--- config.mk ---
export PLATFORM = sky130hd
export DESIGN_NAME = acc_regs
export DESIGN_NICKNAME = d
export VERILOG_FILES = /design/src/rtl/acc_pkg.sv /design/src/rtl/acc_regs.sv
export VERILOG_INCLUDE_DIRS = /design/src /design/src/rtl
export SDC_FILE = /design/constraint.sdc
export NUM_CORES = 1
export LEC_CHECK = 0
export BUFFER_PORTS_ARGS = -buffer_cell sky130_fd_sc_hd__buf_2
export CORE_ASPECT_RATIO = 0.8
export CORE_MARGIN = 2
export CORE_UTILIZATION = 64
export CTS_CLUSTER_DIAMETER = 30
export DETAILED_ROUTE_END_ITERATION = 6
export PLACE_DENSITY = 0.85
export SYNTH_ARGS = -nofsm -noshare
export SYNTH_HDL_FRONTEND = slang
export SYNTH_SLANG_ARGS = --single-unit
--- constraint.sdc ---
create_clock -name clk_i -period 6.4 [get_ports clk_i]
set_input_delay 0.32 -clock clk_i [delete_from_list [all_inputs] [get_ports clk_i]]
set_output_delay 0.32 -clock clk_i [all_outputs]
set_load 0.02 [all_outputs]
--- src/rtl/acc_cfg.svh ---
`ifndef ACC_CFG_SVH
`define ACC_CFG_SVH
// ------------------------------------------------
// Register offsets (byte addresses)
// ------------------------------------------------
`define ACC_IDX_PHASE 8'h40
`define ACC_IDX_INPUT 8'h41
`define ACC_IDX_GAIN 8'h42
`define ACC_IDX_VOLUME 8'h43
`define ACC_IDX_DYNSEL 8'h6c
// ------------------------------------------------
// Reset values
// ------------------------------------------------
`define ACC_RST_PHASE 8'h00
`define ACC_RST_INPUT 8'h00
`define ACC_RST_GAIN 8'h00
`define ACC_RST_VOLUME 8'hc9
`define ACC_RST_DYNSEL 8'h00
// ------------------------------------------------
// Field positions
// ------------------------------------------------
`define ACC_IN_KIND_BIT 7
`define ACC_IN_SEL_HI 6
`define ACC_IN_SEL_LO 5
`define ACC_IN_COUPLE_BIT 4
`define ACC_IN_RES_HI 3
`define ACC_IN_RES_LO 2
`define ACC_IN_RSVD_BIT 1
`define ACC_IN_DYN_BIT 0
`define ACC_GAIN_HI 7
`define ACC_GAIN_LO 1
`define ACC_GAIN_POL_BIT 0
`define ACC_DYNSEL_BIT 3
`define ACC_INPUT_WMASK 8'hfd
`define ACC_FULL_WMASK 8'hff
`define ACC_VOL_MUTE 8'h00
`define ACC_VOL_UNITY 8'hc9
`endif

--- src/rtl/acc_pkg.sv ---
package acc_pkg;
    typedef enum logic [1:0] {
        ACC_SRC_ANA_DIFF = 2'h0,
        ACC_SRC_ANA_SE = 2'h1,
        ACC_SRC_PDM = 2'h2,
        ACC_SRC_RSVD = 2'h3
    } acc_src_t;
    typedef enum logic [1:0] {
        ACC_RES_2K5 = 2'h0,
        ACC_RES_10K = 2'h1,
        ACC_RES_20K = 2'h2,
        ACC_RES_RSVD = 2'h3
    } acc_res_t;
    typedef enum logic [1:0] {
        ACC_DYN_OFF = 2'h0,
        ACC_DYN_ENHANCE = 2'h1,
        ACC_DYN_ALT = 2'h2
    } acc_dyn_t;
    typedef enum {
        ACC_BUS_IDLE,
        ACC_BUS_ACK
    } acc_bus_state_t;
endpackage : acc_pkg

--- src/rtl/acc_regs.sv ---
// Our own choice: the Wishbone interface to the registers.
`include "acc_cfg.svh"
module acc_regs #(
    parameter int DELAY_W = 8
) (
    input wire logic clk_i,
    input wire logic rst_i,
    input wire logic mod_tick_i,
    input wire logic ch1_sample_i,
    input wire logic cyc_i,
    input wire logic stb_i,
    input wire logic we_i,
    input wire logic [7:0] adr_i,
    input wire logic [3:0] sel_i,
    input wire logic [31:0] dat_i,
    output logic [31:0] dat_o,
    output logic ack_o,
    output logic ch1_sample_o,
    output logic [7:0] first_channel_phase_delay_o,
    output logic second_channel_source_kind_o,
    output acc_pkg::acc_src_t second_channel_input_select_o,
    output logic second_channel_coupling_o,
    output acc_pkg::acc_res_t second_channel_input_resistance_o,
    output acc_pkg::acc_dyn_t second_channel_dynamics_o,
    output logic [6:0] second_channel_analog_gain_o,
    output logic second_channel_gain_polarity_o,
    output logic [7:0] second_channel_digital_level_o,
    output logic second_channel_mute_o
);
    import acc_pkg::*;

    // ------------------------------------------------
    // Register state
    // ------------------------------------------------
    logic [7:0] phase;
    logic [7:0] input_setup;
    logic [7:0] gain;
    logic [7:0] volume;
    logic [7:0] dynsel;
    logic wr_phase;
    logic wr_input;
    logic wr_gain;
    logic wr_volume;
    logic wr_dynsel;
    logic [31:0] next_dat;
    logic next_ack;
    acc_bus_state_t state;
    acc_bus_state_t next_state;
    logic wr_hit;

    always_comb begin
        wr_phase = 1'b0;
        wr_input = 1'b0;
        wr_gain = 1'b0;
        wr_volume = 1'b0;
        wr_dynsel = 1'b0;
        next_dat = 32'h0000_0000;
        next_ack = 1'b0;
        next_state = ACC_BUS_IDLE;
        wr_hit = 1'b0;
        case (state)
            ACC_BUS_IDLE: begin
                if (cyc_i && stb_i) begin
                    next_ack = 1'b1;
                    next_state = ACC_BUS_ACK;
                    wr_hit = we_i && sel_i[0];
                    case (adr_i)
                        `ACC_IDX_PHASE: begin
                            next_dat = {24'h00_0000, phase};
                            wr_phase = wr_hit;
                        end
                        `ACC_IDX_INPUT: begin
                            next_dat = {24'h00_0000, input_setup};
                            wr_input = wr_hit;
                        end
                        `ACC_IDX_GAIN: begin
                            next_dat = {24'h00_0000, gain};
                            wr_gain = wr_hit;
                        end
                        `ACC_IDX_VOLUME: begin
                            next_dat = {24'h00_0000, volume};
                            wr_volume = wr_hit;
                        end
                        `ACC_IDX_DYNSEL: begin
                            next_dat = {24'h00_0000, dynsel};
                            wr_dynsel = wr_hit;
                        end
                        default: next_dat = 32'h0000_0000;
                    endcase
                end
            end
            ACC_BUS_ACK: next_state = ACC_BUS_IDLE;
            default: next_state = ACC_BUS_IDLE;
        endcase
    end

    always_ff @(posedge clk_i) begin
        if (rst_i) begin
            dat_o <= 32'h0000_0000;
            ack_o <= 1'b0;
            state <= ACC_BUS_IDLE;
        end else begin
            dat_o <= next_dat;
            ack_o <= next_ack;
            state <= next_state;
        end
    end

    // ------------------------------------------------
    // Register storage
    // ------------------------------------------------
    acc_cfg_field #(
        .WIDTH(8),
        .RESET_VAL(`ACC_RST_PHASE),
        .WRITE_MASK(`ACC_FULL_WMASK)
    ) u_phase (
        .clk_i(clk_i),
        .rst_i(rst_i),
        .wr_i(wr_phase),
        .dat_i(dat_i[7:0]),
        .val_o(phase)
    );

    acc_cfg_field #(
        .WIDTH(8),
        .RESET_VAL(`ACC_RST_INPUT),
        .WRITE_MASK(`ACC_INPUT_WMASK)
    ) u_input (
        .clk_i(clk_i),
        .rst_i(rst_i),
        .wr_i(wr_input),
        .dat_i(dat_i[7:0]),
        .val_o(input_setup)
    );

    acc_cfg_field #(
        .WIDTH(8),
        .RESET_VAL(`ACC_RST_GAIN),
        .WRITE_MASK(`ACC_FULL_WMASK)
    ) u_gain (
        .clk_i(clk_i),
        .rst_i(rst_i),
        .wr_i(wr_gain),
        .dat_i(dat_i[7:0]),
        .val_o(gain)
    );

    acc_cfg_field #(
        .WIDTH(8),
        .RESET_VAL(`ACC_RST_VOLUME),
        .WRITE_MASK(`ACC_FULL_WMASK)
    ) u_volume (
        .clk_i(clk_i),
        .rst_i(rst_i),
        .wr_i(wr_volume),
        .dat_i(dat_i[7:0]),
        .val_o(volume)
    );

    acc_cfg_field #(
        .WIDTH(8),
        .RESET_VAL(`ACC_RST_DYNSEL),
        .WRITE_MASK(`ACC_FULL_WMASK)
    ) u_dynsel (
        .clk_i(clk_i),
        .rst_i(rst_i),
        .wr_i(wr_dynsel),
        .dat_i(dat_i[7:0]),
        .val_o(dynsel)
    );

    // ------------------------------------------------
    // Field decode to datapath
    // ------------------------------------------------
    logic next_kind;
    acc_src_t next_src;
    logic next_couple;
    acc_res_t next_res;
    acc_dyn_t next_dyn;
    logic [6:0] next_gain_code;
    logic next_pol;
    logic next_mute;

    always_comb begin
        next_kind = input_setup[`ACC_IN_KIND_BIT];
        next_src = acc_src_t'(input_setup[`ACC_IN_SEL_HI:`ACC_IN_SEL_LO]);
        // Coupling forced off only for the PDM source
        next_couple = (next_src != ACC_SRC_PDM) && input_setup[`ACC_IN_COUPLE_BIT];
        next_res = acc_res_t'(input_setup[`ACC_IN_RES_HI:`ACC_IN_RES_LO]);
        if (!input_setup[`ACC_IN_DYN_BIT]) begin
            next_dyn = ACC_DYN_OFF;
        end else if (dynsel[`ACC_DYNSEL_BIT]) begin
            next_dyn = ACC_DYN_ALT;
        end else begin
            next_dyn = ACC_DYN_ENHANCE;
        end
        next_gain_code = gain[`ACC_GAIN_HI:`ACC_GAIN_LO];
        // Negative gain honoured only at 10k or 20k
        next_pol = gain[`ACC_GAIN_POL_BIT]
            && (next_res == ACC_RES_10K || next_res == ACC_RES_20K);
        next_mute = (volume == `ACC_VOL_MUTE);
    end

    always_ff @(posedge clk_i) begin
        if (rst_i) begin
            first_channel_phase_delay_o <= `ACC_RST_PHASE;
            second_channel_source_kind_o <= 1'b0;
            second_channel_input_select_o <= ACC_SRC_ANA_DIFF;
            second_channel_coupling_o <= 1'b0;
            second_channel_input_resistance_o <= ACC_RES_2K5;
            second_channel_dynamics_o <= ACC_DYN_OFF;
            second_channel_analog_gain_o <= 7'h00;
            second_channel_gain_polarity_o <= 1'b0;
            second_channel_digital_level_o <= `ACC_RST_VOLUME;
            second_channel_mute_o <= 1'b0;
        end else begin
            first_channel_phase_delay_o <= phase;
            second_channel_source_kind_o <= next_kind;
            second_channel_input_select_o <= next_src;
            second_channel_coupling_o <= next_couple;
            second_channel_input_resistance_o <= next_res;
            second_channel_dynamics_o <= next_dyn;
            second_channel_analog_gain_o <= next_gain_code;
            second_channel_gain_polarity_o <= next_pol;
            second_channel_digital_level_o <= volume;
            second_channel_mute_o <= next_mute;
        end
    end

    // ------------------------------------------------
    // Channel 1 phase delay line
    // ------------------------------------------------
    logic [(1 << DELAY_W)-2:0] dline;
    logic [(1 << DELAY_W)-2:0] next_dline;
    logic next_ch1;

    always_comb begin
        next_dline = dline;
        if (mod_tick_i) begin
            next_dline = {dline[(1 << DELAY_W)-3:0], ch1_sample_i};
        end
        // Zero means direct pass, else tap n-1 of the line
        if (phase == 8'h00) begin
            next_ch1 = ch1_sample_i;
        end else begin
            next_ch1 = dline[phase - 8'h01];
        end
    end

    always_ff @(posedge clk_i) begin
        if (rst_i) begin
            dline <= '0;
            ch1_sample_o <= 1'b0;
        end else begin
            dline <= next_dline;
            if (mod_tick_i) ch1_sample_o <= next_ch1;
        end
    end
endmodule : acc_regs

// ------------------------------------------------
// One configuration register
// ------------------------------------------------
module acc_cfg_field #(
    parameter int WIDTH = 8,
    parameter logic [WIDTH-1:0] RESET_VAL = '0,
    parameter logic [WIDTH-1:0] WRITE_MASK = '1
) (
    input wire logic clk_i,
    input wire logic rst_i,
    input wire logic wr_i,
    input wire logic [WIDTH-1:0] dat_i,
    output logic [WIDTH-1:0] val_o
);
    logic [WIDTH-1:0] next_val;

    always_comb begin
        next_val = val_o;
        if (wr_i) begin
            next_val = dat_i & WRITE_MASK;
        end
    end

    always_ff @(posedge clk_i) begin
        if (rst_i) begin
            val_o <= RESET_VAL;
        end else begin
            val_o <= next_val;
        end
    end
endmodule : acc_cfg_field
Word level (Yosys, flattened, before mapping)
Index checks and enable logic that the tools add are counted.
{ "op_classes": {"add_sub_neg": 1, "n_lt_le_gt_ge": 1, "eq_ne": 8, "mux": 22, "n_bitwise": 3, "reduce_logical": 11} }
{ "ops": {"columns": ["cell", "count"], "rows": [
  ["== test 8 x 7 -> 1 bit, second input constant", 5],
  ["one-hot mux 8 bit (5 select lines)", 1],
  ["zero test 32 bit", 1],
  ["two-way mux 1 bit", 19],
  ["zero test 8 bit", 2],
  ["less-than comparator 8 x 9 -> 1 bit, second input constant", 1],
  ["binary-select mux 1 bit (select 8 bit)", 1],
  ["subtractor 8 x 1 -> 8 bit, second input constant", 1],
  ["logical AND 1 bit", 4],
  ["OR reduction 2 bit", 2],
  ["inverter 1 bit", 3],
  ["OR reduction 3 bit", 1],
  ["== test 2 x 1 -> 1 bit, second input constant", 1],
  ["== test 2 bit, second input constant", 1],
  ["two-way mux 2 bit", 1],
  ["inequality test 2 bit, second input constant", 1],
  ["logical OR 1 bit", 1]
]} }
{ "totals": {"reg_bits": 393, "input_bits": 51, "output_inout_bits": 67} }

Logic depth before layout (Yosys ltp)
{ "depth": {"depth_word": 4, "mapped_depth": 15, "ltp_nobuf": 9} }

Cells and area by module
Synthesis repeated with hierarchy kept, for this count alone.
{ "unflattened": {"hier_cells": 1313, "area_unflattened_um2": 14375.0} }
{ "modules_own_cells": {"columns": ["mod", "n_inst", "cells_each", "area_each_um2", "seq_area_each_um2"], "rows": [
  ["acc_regs", 1, 1185, 12962.4, 5965.7],
  ["acc_cfg_field at u_dynsel ...", 3, 26, 285.3, 160.2],
  ["acc_cfg_field at u_volume", 1, 26, 297.8, 160.2],
  ["acc_cfg_field at u_input", 1, 24, 259.0, 140.1]
]} }

Worst setup path before layout
Ideal clock, no wire load.
{ "synth_path": {"path_kind": "register to register", "startpoint": "register u_phase.val_o[0]", "endpoint": "register ch1_sample_o", "setup_ps": 130, "arrival_time_ps": 3498, "path_slack_ps": 2772, "stages_incl_launch_ff": 15, "n_path_buf": 6, "path_cell_list": "dfxtp_1 -> buf_6 -> buf_6 -> buf_2 -> clkinv_1 -> ha_1 -> buf_2 -> buf_4 -> clkbuf_1 -> mux4_2 -> mux4_2 -> nand3_1 -> o41ai_1 -> nor4_1 -> o32ai_1"} }
{ "synth_between": {"elab_chain_cells": 4, "elab_cells_between_ends": 5, "classes_between": "add/sub: 1; mux: 3; reduce/logical: 1"} }
{ "synth_lines": {"columns": ["element", "line", "rtl"], "rows": [
  ["start, declared", "acc_regs.sv:273", "output logic [WIDTH-1:0] val_o"],
  ["start signal, assigned", "acc_regs.sv:288", "val_o <= next_val;"],
  ["subtractor 8 x 1 -> 8 bit", "acc_regs.sv:246", "next_ch1 = dline[phase - 8'h01];"],
  ["binary-select mux 1 bit (select 8 bit)", "acc_regs.sv:246", null],
  ["two-way mux 1 bit (implied by the code)", "acc_regs.sv:246", null],
  ["two-way mux 1 bit (*)", "acc_regs.sv:243", "if (phase == 8'h00) begin"],
  ["end signal, assigned", "acc_regs.sv:256", "if (mod_tick_i) ch1_sample_o <= next_ch1;"],
  ["end, declared", "acc_regs.sv:18", "output logic ch1_sample_o,"]
]} }
Every way passes the cells marked *; elsewhere a longest branch is shown, timed or not. The select of a mux whose other input is x is not followed.
A chain may end at the register's enable or synchronous reset.

Worst setup path in the final report
Ends and elaborated chain as after synthesis.

==> run_summary.xml <==
<?xml version="1.0" encoding="UTF-8"?>
<metrics>
  <group name="status">
    <metric name="run_status" unit="">complete, no violations</metric>
  </group>
  <group name="yosys">
    <metric name="synthArstFlopShare" unit="%">0</metric>
    <metric name="syn_area" unit="um2">14250</metric>
    <metric name="synth.yosys.warnings" unit="">0</metric>
    <metric name="post_synth.cell_area_avg" unit="um2">10.83</metric>
    <metric name="synth-seq-area-share" unit="%">47.34</metric>
    <metric name="top_cells_by_instance_count_after_synthesis" unit="">dfxtp_1, nor2_1, mux2i_1, mux4_2, clkbuf_1</metric>
    <metric name="synthDistinctLibCells" unit="">50</metric>
    <metric name="netlist_instances" unit="">1316</metric>
    <metric name="synthMostInstantiatedCell" unit="">dfxtp_1</metric>
    <metric name="ranking_of_synthesized_cells_by_area" unit="">dfxtp_1, mux2i_1, mux4_2</metric>
    <metric name="postSynthRegisterBits" unit="">337</metric>
    <metric name="synth_top_area_share" unit="%">47.34</metric>
    <metric name="primary_flip_flop_cell_chosen_by_synthesis_mapping" unit="">dfxtp_1</metric>
    <metric name="synth_enable_flop_cells" unit="">0</metric>
    <metric name="yosys.area.top_type" unit="">dfxtp_1</metric>
  </group>
  <group name="place">
    <metric name="placed_area" unit="um2">14570</metric>
    <metric name="gp_congestion" unit="">0.8291</metric>
    <metric name="detailedPlace.worstSlack" unit="ns">2.458</metric>
    <metric name="io_buffer_count" unit="">66</metric>
    <metric name="place.detailed.hpwl" unit="um">17560</metric>
    <metric name="numPlacedInstances" unit="">1597</metric>
  </group>
  <group name="finish">
    <metric name="layoutNonFillerInstCount" unit="">1675</metric>
    <metric name="areaGrowthSynthToFinish" unit="%">12.45</metric>
    <metric name="layout-drive-gt1-share" unit="%">17.60</metric>
    <metric name="final_net_count" unit="">1395</metric>
    <metric name="number_of_diodes_added_for_antenna_fixing" unit="">0</metric>
    <metric name="final_area" unit="um2">16030</metric>
    <metric name="final_core_util" unit="%">73.72</metric>
  </group>
  <group name="global_routing">
    <metric name="grt_pass1_wl" unit="um">46300</metric>
    <metric name="via_count_of_the_first_global_routing_pass" unit="">9127</metric>
    <metric name="gr-total-overflow" unit="">0</metric>
    <metric name="grt_use_total" unit="%">24.55</metric>
    <metric name="grt_antenna_before_repair" unit="">0</metric>
    <metric name="grt_max_degree" unit="">150</metric>
  </group>
  <group name="die">
    <metric name="die_width" unit="um">170.8</metric>
    <metric name="core-area" unit="um2">21740</metric>
    <metric name="die_y" unit="um">137.5</metric>
    <metric name="pin_count" unit="">118</metric>
    <metric name="floorplan.die_area" unit="um2">23490</metric>
    <metric name="rows" unit="">48</metric>
    <metric name="initial_utilization" unit="%">65.56</metric>
  </group>
  <group name="setup_path">
    <metric name="endpoint_kind" unit="">register</metric>
    <metric name="timing.rr.end" unit="">ch1_sample_o$_SDFFE_PP0P_</metric>
    <metric name="worst-endpoint-required" unit="ns">6.80</metric>
    <metric name="minimum_setup_slack_among_reg_to_reg_paths" unit="ns">2.40</metric>
    <metric name="rr_worst_depth" unit="">9</metric>
    <metric name="worst_ep_arrival_time" unit="ns">4.40</metric>
    <metric name="timing.critical_path.from_type" unit="">register</metric>
    <metric name="cp_max_fo" unit="">41</metric>
    <metric name="timing.rr.start" unit="">u_phase.val_o[0]$_SDFFE_PP0P_</metric>
    <metric name="timing_worst_setup_path_type" unit="">reg -&gt; reg</metric>
  </group>
  <group name="clocking">
    <metric name="clock_tree.htree_level_count" unit="">2</metric>
    <metric name="cts.root.buffer_cell" unit="">clkbuf_16</metric>
    <metric name="clock_insertion_delay_worst_skew" unit="ns">0.53</metric>
    <metric name="cts_sinks" unit="">337</metric>
    <metric name="cts_repair_resize_count" unit="">0</metric>
    <metric name="cts_max_path_buffers" unit="">3</metric>
    <metric name="post_cts_buffers" unit="">0</metric>
    <metric name="tritoncts" unit="">yes</metric>
    <metric name="cts_inserted_buffers" unit="">43</metric>
    <metric name="cts_hold_buf" unit="">0</metric>
    <metric name="clk_pin_slew" unit="ns">0.06</metric>
  </group>
  <group name="sta">
    <metric name="finalSetupTns" unit="ns">0</metric>
    <metric name="fmaxAchievable" unit="GHz">0.2499</metric>
    <metric name="period_needed" unit="ns">4.002</metric>
    <metric name="finalSetupViolCount" unit="">0</metric>
    <metric name="finalClockSkew" unit="ns">0.02019</metric>
    <metric name="rsz0062_at_grt" unit="">false</metric>
    <metric name="timing.hold.ws" unit="ns">0.08904</metric>
    <metric name="min_period_over_period" unit="%">62.54</metric>
    <metric name="final_worst_slack" unit="ns">2.398</metric>
    <metric name="drv_slew" unit="">0</metric>
    <metric name="max_slew_margin" unit="%">28.05</metric>
    <metric name="timing_hold_violations_final" unit="">0</metric>
    <metric name="worst_pin_slew" unit="ns">1.079</metric>
  </group>
  <group name="routing">
    <metric name="drt_drc_violations_left" unit="">0</metric>
    <metric name="wl_per_cell" unit="um">17.40</metric>
    <metric name="drt_first_pass_iters" unit="">6</metric>
    <metric name="routed_via_density" unit="">5.759</metric>
    <metric name="drtAntennaViolNets" unit="">0</metric>
    <metric name="postRouteWirelength" unit="um">29150</metric>
    <metric name="detail_route.iter0.violations" unit="">718</metric>
    <metric name="detailroute.via_count" unit="">9646</metric>
  </group>
  <group name="job">
    <metric name="max_cap_violations" unit="">0</metric>
  </group>
  <group name="pwr">
    <metric name="power_switching_share" unit="%">22.16</metric>
    <metric name="pwr-share-seq" unit="%">45.1</metric>
    <metric name="clock_network_fraction_of_design_power" unit="%">51.7</metric>
    <metric name="fin_total_pwr" unit="mW">4.658</metric>
    <metric name="intPower" unit="mW">3.626</metric>
    <metric name="net_switching_power_figure" unit="mW">1.032</metric>
    <metric name="vdd.ir_drop.worst" unit="mV">0.2622</metric>
    <metric name="comb_power_share" unit="%">3.2</metric>
    <metric name="power.density_cell_area" unit="nW/um2">290.7</metric>
    <metric name="power.leakage" unit="nW">6.690</metric>
  </group>
  <group name="worst_hold_path">
    <metric name="min_path_cells" unit="">3</metric>
    <metric name="worstHoldStart" unit="">dat_i[0]</metric>
    <metric name="holdPathEnd" unit="">u_phase.val_o[0]$_SDFFE_PP0P_</metric>
    <metric name="hold_path_class" unit="">in -&gt; reg</metric>
  </group>
</metrics>
-- power groups by stage --
stage / clock network [mW] / logic [mW] / registers, mW
2_1_floorplan: 0 / 0.129 / 2.15
3_3_place_gp: 0 / 0.146 / 2.15
3_5_place_dp: 0 / 0.147 / 2.15
4_1_cts: 2.45 / 0.147 / 2.10
5_1_grt: 2.52 / 0.158 / 2.10
6_report: 2.41 / 0.149 / 2.10
-- worst max path at each step --
stage | from | end | slack [ns] | cells after the start
floorplan | u_phase.val_o[0]$_SDFFE_PP0P_ | ch1_sample_o$_SDFFE_PP0P_ | 2.77 | 14
global placement | u_phase.val_o[0]$_SDFFE_PP0P_ | ch1_sample_o$_SDFFE_PP0P_ | 2.53 | 9
detailed placement | u_phase.val_o[0]$_SDFFE_PP0P_ | ch1_sample_o$_SDFFE_PP0P_ | 2.46 | 9
CTS | u_phase.val_o[0]$_SDFFE_PP0P_ | ch1_sample_o$_SDFFE_PP0P_ | 2.43 | 9
global route | u_phase.val_o[0]$_SDFFE_PP0P_ | ch1_sample_o$_SDFFE_PP0P_ | 2.25 | 9
finish | u_phase.val_o[0]$_SDFFE_PP0P_ | ch1_sample_o$_SDFFE_PP0P_ | 2.40 | 9
-- registers in the layout (all words and copies together) (netlist names), 2 cells and up --
signal                             count
second_channel_dynamics_o              2
second_channel_input_select_o          2
second_channel_input_resistance_o      2
first_channel_phase_delay_o            8
second_channel_digital_level_o         8
u_gain.val_o                           8
u_phase.val_o                          8
second_channel_analog_gain_o           7
u_input.val_o                          7
dline                                255
u_dynsel.val_o                         8
u_volume.val_o                         8
dat_o                                  8
-- critical path: stages, from the launching register on --
cell,delay (ns)
dfxtp_4,0.34
clkinv_1,0.25
ha_2,0.87
buf_4,0.63
mux4_2,0.41
mux4_2,0.52
mux4_2,0.51
nor2_1,0.09
or3b_1,0.11
o32ai_1,0.08
-- per-layer routing --
layer	up-vias	routed length, um	track usage, %
met2	253	13790	39.34
met4	0	575	7.863
met3	48	1762	4.941
met5	-	0	0
li1	4627	-	-
met1	4718	13020	33.81
-- kinds of logic (layout without fill, tap and decap cells) --
logic type      count (synthesis)  after routing  synth area share (%)
compound gates                 56             56                 2.695
xor+xnor                        8              8                0.7287
fa+ha+maj                       2              2                0.1755
buf+inv                       125            161                 4.267
flops                         337            337                 47.34
mux                           361            361                 31.84
other cells                     1             24               0.02631
simple gates                  426            426                 12.93
-- layout by cell type (no fill, tap or decap), drive strengths merged, types with 8 or more instances in the layout --
cell and instances:
nor2 301, mux4 73, clkinv 11, nand3 25, a22oi 8, mux2i 279, a21oi 19, dfxtp 337
nand2 32, conb 24, nor2b 30, buf 77, clkbuf 54, mux2 9, inv 13
-- cell type report --
cell class,instances,area [um2]
Inverter,6,22.52
Timing Repair Buffer,77,432.9
Multi-Input combinational cell,877,6992
Tap cell,300,375.4
Fill cell,1434,5714
Sequential cell,337,6750
Clock buffer,54,1167
Clock inverter,24,286.5
Power figures use the tool's default switching activity.
